File: config.mk
export PLATFORM = sky130hd
export DESIGN_NAME = wws_supervisor
export DESIGN_NICKNAME = d
export VERILOG_FILES = /design/src/wws_pkg.sv /design/src/wws_supervisor.sv
export VERILOG_INCLUDE_DIRS = /design/src
export SDC_FILE = /design/constraint.sdc
export NUM_CORES = 1
export LEC_CHECK = 0
export BUFFER_PORTS_ARGS = -buffer_cell sky130_fd_sc_hd__buf_2
export CAP_MARGIN = 20
export CORE_MARGIN = 5
export CORE_UTILIZATION = 55
export CTS_CLUSTER_SIZE = 16
export DETAILED_ROUTE_END_ITERATION = 10
export PLACE_DENSITY = 0.69
export SYNTH_ARGS = -nofsm -noshare
export SYNTH_HDL_FRONTEND = slang
export SYNTH_SLANG_ARGS = --single-unit
export TNS_END_PERCENT = 20
File: constraint.sdc
create_clock -name mclk -period 5.7 [get_ports mclk]
set_input_delay 0.855 -clock mclk [delete_from_list [all_inputs] [get_ports mclk]]
set_output_delay 0.855 -clock mclk [all_outputs]
set_load 0.01 [all_outputs]
File: src/wws_defs.svh
// Timing constants and build options for the windowed watchdog supervisor.
// Assumes a 40 MHz mclk; every count derives from a time and that rate.
//
// What this block does
// - Early strobe edge raises fast fault pulse
// - Missing strobe edge raises slow fault pulse
// - First edge after release skips fast check
// - Fault pulse held low about 1 ms
// - Fault pulses only while reset released
// - Timer cleared on edge and reset release
// - In-window edge keeps fault idle, restarts timing
// - Manual reset low asserts reset, clears fault and timer
// - Reset held 180 ms after manual release
// - Undervoltage asserts reset until timeout elapses
// - Manual reset low 1 us always honoured
// - Strobes ignored during reset or fault pulse
// - Timer cleared on valid edge, output release
`ifndef WWS_DEFS_SVH
`define WWS_DEFS_SVH
`define WWS_CLK_HZ        40000000
`define WWS_TICK_US       100
`define WWS_TICK_CYC      ((`WWS_CLK_HZ / 1000000) * `WWS_TICK_US)
`define WWS_FILT_NS       300
`define WWS_FILT_CYC      ((`WWS_FILT_NS * (`WWS_CLK_HZ / 1000000) + 999) / 1000)
`define WWS_MR_NS         1000
`define WWS_MR_CYC        ((`WWS_MR_NS * (`WWS_CLK_HZ / 1000000)) / 1000 - 8)
`define WWS_PULSE_US      1000
`define WWS_PULSE_TICKS   (`WWS_PULSE_US / `WWS_TICK_US)
`define WWS_PULSE_MIN_US  500
`define WWS_PULSE_MAX_US  3000
`define WWS_RST_US        180000
`define WWS_RST_TICKS     (`WWS_RST_US / `WWS_TICK_US)
`define WWS_FAST_A_US     1500
`define WWS_FAST_B_US     15000
`define WWS_FAST_F_US     23000
`define WWS_FAST_G_US     39000
`define WWS_FAST_H_US     719000
`define WWS_SLOW_A_US     10000
`define WWS_SLOW_B_US     100000
`define WWS_SLOW_C_US     300000
`define WWS_SLOW_D_US     10000000
`define WWS_SLOW_E_US     60000000
`define WWS_SLOW_F_US     47000
`define WWS_SLOW_G_US     82000
`define WWS_SLOW_H_US     1300000
`endif

File: src/wws_pkg.sv
// Types shared by the windowed watchdog supervisor.
// Assumes wws_defs.svh supplies the numeric constants.
`default_nettype none
package wws_pkg;
  // Supervisor state, one-hot
  typedef enum logic [2:0] {
    WWS_RESET = 3'h1,  // Reset output asserted
    WWS_WATCH = 3'h2,  // Watching strobe edges
    WWS_FAULT = 3'h4   // Fault pulse active
  } wws_state_e;
  // Conditioned input levels and strobe edge
  typedef struct packed {
    logic strobe;      // Filtered strobe level
    logic mr_n;        // Filtered manual reset level
    logic fall;        // Strobe falling edge pulse
  } wws_in_s;
endpackage : wws_pkg
`default_nettype wire

File: src/wws_supervisor.sv
// Windowed watchdog supervisor with manual reset and reset sequencer.
// Assumes asynchronous pins; undervoltage comes from an analog comparator.
`timescale 1ns/10ps
`default_nettype none
`include "wws_defs.svh"
module wws_supervisor #(
  parameter int unsigned FAST_TICKS = `WWS_FAST_B_US / `WWS_TICK_US,
  parameter int unsigned SLOW_TICKS = `WWS_SLOW_B_US / `WWS_TICK_US,
  parameter int unsigned TICK_CYC   = `WWS_TICK_CYC,
  parameter int unsigned RST_TICKS  = `WWS_RST_TICKS
) (
  input  wire logic mclk,               // 40 MHz clock
  input  wire logic rstn,               // Async reset, active low
  input  wire logic watchdog_strobe_in, // Strobe pin from host
  input  wire logic manual_reset_in_n,  // Manual reset pin
  input  wire logic undervoltage_in,    // Supply below undervoltage_threshold
  output logic      reset_out_n,        // Reset output, active low
  output logic      fault_pulse_out_n,  // Fault pulse output level
  output logic      fault_pulse_oe      // High while driving fault pin low
);
  localparam int unsigned FILT_CYC = `WWS_FILT_CYC;
  localparam int unsigned MR_CYC   = `WWS_MR_CYC;
  localparam int unsigned PULSE_T  = `WWS_PULSE_TICKS;
  localparam logic [7:0]  FILT_MAX = 8'(FILT_CYC);
  localparam logic [7:0]  MR_MAX   = 8'(MR_CYC);
  localparam logic [15:0] TICK_MAX = 16'(TICK_CYC - 1);
  localparam logic [23:0] FAST_T   = 24'(FAST_TICKS);
  localparam logic [23:0] SLOW_T   = 24'(SLOW_TICKS);
  localparam logic [23:0] PULSE_TK = 24'(PULSE_T);
  localparam logic [23:0] RST_T    = 24'(RST_TICKS);
  localparam logic [23:0] PW_MIN   = 24'((`WWS_PULSE_MIN_US / `WWS_TICK_US) * TICK_CYC);
  localparam logic [23:0] PW_MAX   = 24'((`WWS_PULSE_MAX_US / `WWS_TICK_US) * TICK_CYC);

  // Two-stage synchronisers
  logic [1:0] s_wd_ff, nxt_s_wd;       // Strobe sync chain
  logic [1:0] s_mr_ff, nxt_s_mr;       // Manual reset sync chain
  logic [1:0] s_uv_ff, nxt_s_uv;       // Undervoltage sync chain
  // Filters
  logic       f_wd_ff, nxt_f_wd;       // Filtered strobe
  logic [7:0] c_wd_ff, nxt_c_wd;       // Strobe stability count
  logic       f_mr_ff, nxt_f_mr;       // Filtered manual reset
  logic [7:0] c_mr_ff, nxt_c_mr;       // Manual reset stability count
  // Time base
  logic [15:0] pre_ff, nxt_pre;        // Prescaler
  logic        tick_ff, nxt_tick;      // One tick pulse
  // Supervisor
  wws_pkg::wws_state_e st_ff, nxt_st;  // Main state
  logic [23:0] tmr_ff, nxt_tmr;        // Tick timer
  logic        first_ff, nxt_first;    // Next edge skips fast check
  logic        rst_n_ff, nxt_rst_n;    // Reset output register
  logic        fp_ff, nxt_fp;          // Fault drive register
  logic        fp_n_ff;                // Fault pin level register
  logic [23:0] pw_ff, nxt_pw;          // Cycles with fault driven
  wws_pkg::wws_in_s in;                // Conditioned inputs

  // Synchroniser and filter next values
  always_comb begin
    nxt_s_wd = {s_wd_ff[0], watchdog_strobe_in};
    nxt_s_mr = {s_mr_ff[0], manual_reset_in_n};
    nxt_s_uv = {s_uv_ff[0], undervoltage_in};
    nxt_f_wd = f_wd_ff;
    nxt_c_wd = 8'h00;
    // Strobe level accepted only after it stays stable
    if (s_wd_ff[1] != f_wd_ff) begin
      nxt_c_wd = c_wd_ff + 8'h01;
      if (c_wd_ff >= FILT_MAX) begin
        nxt_f_wd = s_wd_ff[1];
        nxt_c_wd = 8'h00;
      end
    end
    nxt_f_mr = f_mr_ff;
    nxt_c_mr = 8'h00;
    // Manual reset low accepted within 1 us, glitches rejected
    if (s_mr_ff[1] != f_mr_ff) begin
      nxt_c_mr = c_mr_ff + 8'h01;
      if (c_mr_ff >= MR_MAX) begin
        nxt_f_mr = s_mr_ff[1];
        nxt_c_mr = 8'h00;
      end
    end
  end

  // Synchroniser and filter registers
  always_ff @(posedge mclk or negedge rstn) begin
    if (!rstn) begin
      s_wd_ff <= 2'h3;
      s_mr_ff <= 2'h3;
      s_uv_ff <= 2'h3;
      f_wd_ff <= 1'h1;
      c_wd_ff <= 8'h00;
      f_mr_ff <= 1'h1;
      c_mr_ff <= 8'h00;
    end else begin
      s_wd_ff <= nxt_s_wd;
      s_mr_ff <= nxt_s_mr;
      s_uv_ff <= nxt_s_uv;
      f_wd_ff <= nxt_f_wd;
      c_wd_ff <= nxt_c_wd;
      f_mr_ff <= nxt_f_mr;
      c_mr_ff <= nxt_c_mr;
    end
  end

  // Conditioned inputs, edge from filtered level only
  always_comb begin
    in.strobe = f_wd_ff;
    in.mr_n   = f_mr_ff;
    in.fall   = f_wd_ff & ~nxt_f_wd;
  end

  // Free-running time base next value
  always_comb begin
    nxt_pre  = (pre_ff == TICK_MAX) ? 16'h0000 : pre_ff + 16'h0001;
    nxt_tick = (pre_ff == TICK_MAX);
  end

  // Time base registers
  always_ff @(posedge mclk or negedge rstn) begin
    if (!rstn) begin
      pre_ff  <= 16'h0000;
      tick_ff <= 1'h0;
    end else begin
      pre_ff  <= nxt_pre;
      tick_ff <= nxt_tick;
    end
  end

  // Supervisor next state
  always_comb begin
    nxt_st    = st_ff;
    nxt_tmr   = tmr_ff;
    nxt_first = first_ff;
    nxt_rst_n = rst_n_ff;
    nxt_fp    = fp_ff;
    case (st_ff)
      // Reset held; timer counts timeout once causes are gone
      wws_pkg::WWS_RESET: begin
        nxt_rst_n = 1'h0;
        nxt_fp    = 1'h0;
        if (!in.mr_n || s_uv_ff[1]) begin
          nxt_tmr = 24'h000000;
        end else if (tmr_ff >= RST_T) begin
          nxt_st    = wws_pkg::WWS_WATCH;
          nxt_rst_n = 1'h1;
          nxt_tmr   = 24'h000000;
          nxt_first = 1'h1;
        end else if (tick_ff) begin
          nxt_tmr = tmr_ff + 24'h000001;
        end
      end
      // Window watching
      wws_pkg::WWS_WATCH: begin
        if (in.fall) begin
          if (!first_ff && tmr_ff < FAST_T) begin
            nxt_st  = wws_pkg::WWS_FAULT;
            nxt_fp  = 1'h1;
            nxt_tmr = 24'h000000;
          end else begin
            nxt_tmr   = 24'h000000;
            nxt_first = 1'h0;
          end
        end else if (tmr_ff >= SLOW_T) begin
          nxt_st  = wws_pkg::WWS_FAULT;
          nxt_fp  = 1'h1;
          nxt_tmr = 24'h000000;
        end else if (tick_ff) begin
          nxt_tmr = tmr_ff + 24'h000001;
        end
      end
      // Fault pulse; strobe edges ignored here
      wws_pkg::WWS_FAULT: begin
        if (tmr_ff >= PULSE_TK) begin
          nxt_st    = wws_pkg::WWS_WATCH;
          nxt_fp    = 1'h0;
          nxt_tmr   = 24'h000000;
          nxt_first = 1'h1;
        end else if (tick_ff) begin
          nxt_tmr = tmr_ff + 24'h000001;
        end
      end
      default: begin
        nxt_st = wws_pkg::WWS_RESET;
      end
    endcase
    // Manual reset or undervoltage overrides everything
    if (!in.mr_n || s_uv_ff[1]) begin
      nxt_st    = wws_pkg::WWS_RESET;
      nxt_rst_n = 1'h0;
      nxt_fp    = 1'h0;
      nxt_tmr   = 24'h000000;
    end
  end

  // Supervisor registers
  always_ff @(posedge mclk or negedge rstn) begin
    if (!rstn) begin
      st_ff    <= wws_pkg::WWS_RESET;
      tmr_ff   <= 24'h000000;
      first_ff <= 1'h1;
      rst_n_ff <= 1'h0;
      fp_ff    <= 1'h0;
      fp_n_ff  <= 1'h1;
    end else begin
      st_ff    <= nxt_st;
      tmr_ff   <= nxt_tmr;
      first_ff <= nxt_first;
      rst_n_ff <= nxt_rst_n;
      fp_ff    <= nxt_fp;
      fp_n_ff  <= ~nxt_fp;
    end
  end

  // Outputs straight from flip-flops
  assign reset_out_n       = rst_n_ff;
  assign fault_pulse_oe    = fp_ff;
  assign fault_pulse_out_n = fp_n_ff;

  // Pulse width count for the width check, cleared between pulses
  always_comb begin
    nxt_pw = fp_ff ? (pw_ff + 24'h000001) : 24'h000000;
  end

  // Pulse width register
  always_ff @(posedge mclk or negedge rstn) begin
    if (!rstn) begin
      pw_ff <= 24'h000000;
    end else begin
      pw_ff <= nxt_pw;
    end
  end

  // Fault drive only while reset released
  property p_no_fault_in_reset;
    @(posedge mclk) disable iff (!rstn)
      !rst_n_ff |-> !fp_ff;
  endproperty
  a_no_fault_in_reset: assert property (p_no_fault_in_reset)
    else $error("Fault pulse while reset asserted");

  // Early edge in watch state starts a fault
  property p_fast_fault;
    @(posedge mclk) disable iff (!rstn)
      (st_ff == wws_pkg::WWS_WATCH && in.fall && !first_ff && tmr_ff < FAST_T
       && in.mr_n && !s_uv_ff[1]) |=> fp_ff;
  endproperty
  a_fast_fault: assert property (p_fast_fault)
    else $error("Early edge gave no fault");

  // Late window gives slow fault
  property p_slow_fault;
    @(posedge mclk) disable iff (!rstn)
      (st_ff == wws_pkg::WWS_WATCH && !in.fall && tmr_ff >= SLOW_T
       && in.mr_n && !s_uv_ff[1]) |=> fp_ff;
  endproperty
  a_slow_fault: assert property (p_slow_fault)
    else $error("Slow timeout gave no fault");

  // First edge after release never faults
  property p_first_skip;
    @(posedge mclk) disable iff (!rstn)
      (st_ff == wws_pkg::WWS_WATCH && first_ff && in.fall) |=> !fp_ff;
  endproperty
  a_first_skip: assert property (p_first_skip)
    else $error("First edge raised fast fault");

  // Fault pulse not cut by reset stays within its width limits
  property p_pulse_min;
    @(posedge mclk) disable iff (!rstn)
      ($fell(fp_ff) && rst_n_ff) |-> (pw_ff >= PW_MIN && pw_ff <= PW_MAX);
  endproperty
  a_pulse_min: assert property (p_pulse_min)
    else $error("Fault pulse width out of limits");

  // Manual reset low forces reset and fault release
  property p_mr_reset;
    @(posedge mclk) disable iff (!rstn)
      !in.mr_n |=> (!rst_n_ff && !fp_ff && tmr_ff == 24'h000000);
  endproperty
  a_mr_reset: assert property (p_mr_reset)
    else $error("Manual reset did not assert reset");

  // Reset release only after timeout
  property p_rst_release;
    @(posedge mclk) disable iff (!rstn)
      $rose(rst_n_ff) |-> $past(tmr_ff) >= RST_T;
  endproperty
  a_rst_release: assert property (p_rst_release)
    else $error("Reset released before timeout");

  // Undervoltage holds reset
  property p_uv_reset;
    @(posedge mclk) disable iff (!rstn)
      s_uv_ff[1] |=> !rst_n_ff;
  endproperty
  a_uv_reset: assert property (p_uv_reset)
    else $error("Undervoltage did not assert reset");

  // In-window edge clears timer, no fault
  property p_valid_edge;
    @(posedge mclk) disable iff (!rstn)
      (st_ff == wws_pkg::WWS_WATCH && in.fall && tmr_ff >= FAST_T
       && in.mr_n && !s_uv_ff[1]) |=> (!fp_ff && tmr_ff == 24'h000000);
  endproperty
  a_valid_edge: assert property (p_valid_edge)
    else $error("Valid edge mishandled");

  // Strobe edges during fault keep the pulse
  property p_ignore_fault;
    @(posedge mclk) disable iff (!rstn)
      (st_ff == wws_pkg::WWS_FAULT && tmr_ff < PULSE_TK && in.mr_n
       && !s_uv_ff[1]) |=> fp_ff;
  endproperty
  a_ignore_fault: assert property (p_ignore_fault)
    else $error("Fault pulse cut short");
endmodule : wws_supervisor
`default_nettype wire

Yosys cells after proc, flatten, opt, wreduce, memory -nomap -nowiden
Cells that the tools add are included.

storage, ports and cells
  flip-flop bits (word level) = 72
  output and inout port bits = 3
  logic and storage cells = 89

cells by class
  add/subtract/negate cells = 4
  magnitude comparators = 6
  eq/ne operators = 15
  mux-type cells = 36
  bitwise gates (word level) = 3
  reduce and logical (&&, ||, !) cells = 10

operator list
  cell                                                                     count
  24-bit 2-to-1 mux                                                        6
  24-bit case mux with 3 select lines                                      1
  8-bit 2-to-1 mux                                                         4
  24-bit by 1-bit adder with 24-bit output, second input constant          1
  24-bit by 10-bit >= comparator with 1-bit output, second input constant  1
  24-bit by 11-bit >= comparator with 1-bit output, second input constant  1
  24-bit by 4-bit >= comparator with 1-bit output, second input constant   1
  24-bit by 8-bit < comparator with 1-bit output, second input constant    1
  3-bit 2-to-1 mux                                                         6
  16-bit by 1-bit adder with 16-bit output, second input constant          1
  8-bit by 1-bit adder with 8-bit output, second input constant            2
  16-bit by 12-bit == test with 1-bit output, second input constant        1
  16-bit 2-to-1 mux                                                        1
  1-bit 2-to-1 mux                                                         15
  2-bit != test, second input constant                                     5
  3-bit case mux with 3 select lines                                       1
  8-bit by 4-bit >= comparator with 1-bit output, second input constant    1
  8-bit by 6-bit >= comparator with 1-bit output, second input constant    1
  4-bit != test, second input constant                                     2
  3-bit != test, second input constant                                     2
  1-bit case mux with 3 select lines                                       2
  6-bit AND reduction                                                      1
  4-bit AND reduction                                                      1
  4-bit nonzero test                                                       1
  12 further kinds                                                         15

Logic depth before layout (Yosys ltp)
  word-level depth = 9
  depth in mapped cells = 8
  gate-level depth less buffers = 7

Worst setup path after synthesis
No wires, ideal clock.

  kind = flip-flop to flip-flop
  start point = register tmr_ff[22]
  end point = register tmr_ff[8]
  arrival time = 2299 ps
  data required time = 5631 ps
  slack = 3332 ps
  stages on the path, launching flop included = 8
  cells stage by stage = dfrtp_1 -> nor4_4 -> nand4_2 -> or4_1 -> buf_2 -> a311o_1 -> or4_1 -> nand3_1

on the way
  word-level cells in the longest chain between the ends = 5
  elaborated cells on any way between the ends = 9
  classes of those cells = order compare: 3; mux: 6

RTL lines
  item                                              line                   text
  from (decl)                                       wws_supervisor.sv:48   logic [23:0] tmr_ff, nxt_tmr;
  from (signal assigned)                            wws_supervisor.sv:205  tmr_ff <= nxt_tmr;
  24-bit by 10-bit >= comparator with 1-bit output  wws_supervisor.sv:162  end else if (tmr_ff >= SLOW_T) begin
  24-bit 2-to-1 mux                                 wws_supervisor.sv:162
  24-bit 2-to-1 mux                                 wws_supervisor.sv:153  if (in.fall) begin
  24-bit case mux with 3 select lines *             wws_supervisor.sv:135  case (st_ff)
  24-bit 2-to-1 mux *                               wws_supervisor.sv:186  if (!in.mr_n || s_uv_ff[1]) begin

Every way passes the cells marked *; elsewhere a longest branch is shown, timed or not.
A chain may end at the register's enable or synchronous reset.

Worst setup path after layout
  start point = register tmr_ff[18]
  end point = register tmr_ff[8]

The elaborated chain is that of the path after synthesis.

==> summary.md <==
| Metric | Value |
|---|---|
| Status | complete, no violations |
| Sequential share of power | 0.544 |
| GRT overflow | 0 |
| Final setup TNS | 0 ns |
| Net Sw Frac | 0.203 |
| Post-synthesis sequential area ratio | 0.564 |
| Clock Path Buffers | 2 |
| Yosys top cell by area | dfrtp_1 |
| #FFs+latches synth | 72 |
| Synthesis-to-layout area growth | 10.5% |
| Nets | 331 |
| Skew-Pair Late Insertion Delay | 0.33 ns |
| First-pass GRT wire length | 9670 um |
| Final Util | 0.635 |
| PD cells | 270 nW/um^2 |
| RSZ-0062 raised after global routing | no |
| Post-CTS setup buffer count | 0 |
| Die height | 86.5 um |
| Hold_buf cts | 0 |
| Mapped cell area | 3220 um^2 |
| Int Power | 766 uW |
| Cells after Synth | 301 |
| Worst reg2reg startpoint | tmr_ff[18] |
| CTS root buf | clkbuf_8 |
| Total wire length | 5380 um |
| Period utilization | 0.448 |
| DR WL/cell | 13.6 um |
| CTS tree | done |
| Crit path from | tmr_ff[18] |
| Critical path arrival | 2.82 ns |
| Crit-path max FO | 6 |
| Most frequent cell after synthesis | dfrtp_1 |
| Skew final | 0.00769 ns |
| Drt pass-1 iters | 5 |
| Combinational share of power | 0.029 |
| Final setup fails | 0 |
| Hold Crit Start | s_uv_ff[0] |
| H-tree levels | 3 |
| Top cells by instance count after synthesis | dfrtp_1 (61), nor2_1 (36), nand2_1 (21), nand3_1 (19), and2_1 (14) |
| Worst Hold Class | reg -> reg |
| Crit end category | flip-flop |
| Fmax | 392 MHz |
| Top cell type's share of synthesized area | 0.474 |
| CP Data Required Time | 5.97 ns |
| Share of layout cells above drive strength 1 | 0.127 |
| P_leak | 0.00162 uW |
| Die width | 86.5 um |
| Top post-synthesis cells by area | dfrtp_1 (47%), dfstp_2 (9.0%), nor2_1 (4.2%), xor2_1 (3.3%), nand3_1 (3.0%) |
| Tot GR Track Use | 0.166 |
| Initial antenna violation count | 0 |
| DRC violations left | 0 |
| Worst-margin pin slew | 0.859 ns |
| CTS clk-pin slew, worst paths | 0.07 ns |
| Num CTS Buffers | 9 |
| I/O pins | 8 |
| Initial Util | 0.574 |
| DRT iter0 DRCs | 112 |
| Full die area | 7490 um^2 |
| Vias/cell | 5.50 |
| Fin. Hold Viols | 0 |
| Detailed-route via count | 2,179 |
| Mean area per synthesized cell | 10.7 um^2 |
| Max-slew headroom | 0.427 |
| FP Rows | 27 |
| Setup Crit Path Kind | reg -> reg |
| Worst IR drop on VDD | 0.000165 V |
| Area of the core | 5610 um^2 |
| Post-route ant nets | 0 |
| HPWL after DPL | 3710 um |
| Clk pwr share | 0.427 |
| N_diodes | 0 |
| Clock sink count | 72 |
| Port buffer count | 7 |
| Crit path time final | 2.55 ns |
| Number of synthesized flops with an enable pin | 0 |
| Max-Cap Viols | 0 |
| Yosys cell types | 47 |
| Largest net degree at the start of global routing | 73 |
| RePlAce Congestion | 0.814 |
| Primary FF master, synth | dfrtp_1 |
| Startpoint Class | flip-flop |
| Vias in the first global route | 2,129 |
| Slew Limit Fails | 0 |
| P_sw | 195 uW |
| CTS resizes | 0 |
| Async SR Flop Fraction | 1.00 |
| Syn. warnings | 0 |
| Filler Cells Inserted | 456 |
-- cell families after synthesis --
family | after synthesis | share of synthesized area
multiplexers | 2 | 0.00660
buffers and inverters | 20 | 0.0260
other | 1 | 0.00116
XOR/XNOR | 21 | 0.0571
AO/OA/AOI/OAI | 43 | 0.0948
adder cells (fa/ha/maj) | 7 | 0.0272
AND/OR/NAND/NOR | 135 | 0.223
flip-flops | 72 | 0.564
-- critical path, stage by stage, from the launching register on --
cell and delay, ns:
dfrtp_1 0.38, nor3_1 0.32, nand4_2 0.19, or4_1 0.61, a311o_1 0.40, or4_1 0.48, nand3_1 0.09
-- metal layers --
layer  GRT usage  share of wire  vias up
met4      0.0878          0.019        0
met3      0.0409          0.038       10
li1            -              -     1080
met2       0.255           0.45       38
met1       0.217           0.49     1051
met5           0              0        -
-- cell usage in the layout (no fill, tap or decap), types with 9 or more instances in the layout --
master	n
and2_1	14
o21ai_0	11
nand4_1	9
nand3_1	19
clkbuf_8	12
xor2_1	12
dfrtp_1	61
nand2_1	21
nor2_1	36
dfstp_2	11
inv_1	13
xnor2_1	9
-- state kept, by name, indices dropped and copies added, names as in the netlist --
signal             cells
s_uv_ff                2
s_mr_ff                2
first_ff               1
f_wd_ff                1
f_mr_ff                1
fault_pulse_oe         1
st_ff                  3
pre_ff                16
reset_out_n            1
fault_pulse_out_n      1
tick_ff                1
c_wd_ff                8
tmr_ff                24
c_mr_ff                8
s_wd_ff                2
-- worst paths after layout --
check	cells after the start	slack, ns	endpoint
max	6	3.15	tmr_ff[8]
min reg2reg	0	0.36	s_uv_ff[1]
min in group asynchronous	2	0.70	c_wd_ff[0]
max in group asynchronous	2	4.42	pre_ff[12]
min	0	0.36	s_uv_ff[1]
max reg2reg	6	3.15	tmr_ff[8]
-- area by class of cell --
| type | count | area (um^2) | share of cell area |
|---|---|---|---|
| repair buffers | 9 | 50.0 | 0.0141 |
| multi-input cells | 214 | 1350 | 0.378 |
| clock buffers | 14 | 173 | 0.0485 |
| flip-flops and latches | 72 | 1820 | 0.510 |
| well taps | 72 | 90.1 | 0.0253 |
| clock inverters | 2 | 37.5 | 0.0105 |
| inverters | 13 | 48.8 | 0.0137 |
-- through the flow --
| step | hold slack [ns] | power, uW | cell area (um^2) | worst slack, ns | std cells |
|---|---|---|---|---|---|
| 6_report | 0.359 | 961 | 3560 | 3.15 | 396 |
| 5_1_grt | 0.362 | 1000 | 3560 | 2.98 | 396 |
| 4_1_cts | 0.359 | 973 | 3560 | 3.15 | 396 |
| 3_5_place_dp | 0.349 | 561 | 3350 | 3.17 | 380 |
| 3_3_place_gp | 0.346 | 560 | 3350 | 3.22 | 380 |
| 2_1_floorplan | 0.345 | 545 | 3240 | 3.33 | 306 |
-- power groups by stage --
stage	combinational, uW	sequential [uW]	clock, uW
after floorplan	13.1	532	0
after global placement	27.8	532	0
after detailed placement	28.3	533	0
after CTS	28.5	523	422
after global routing	32.7	524	446
final	27.4	523	410
(Power assumes the default switching activity.)
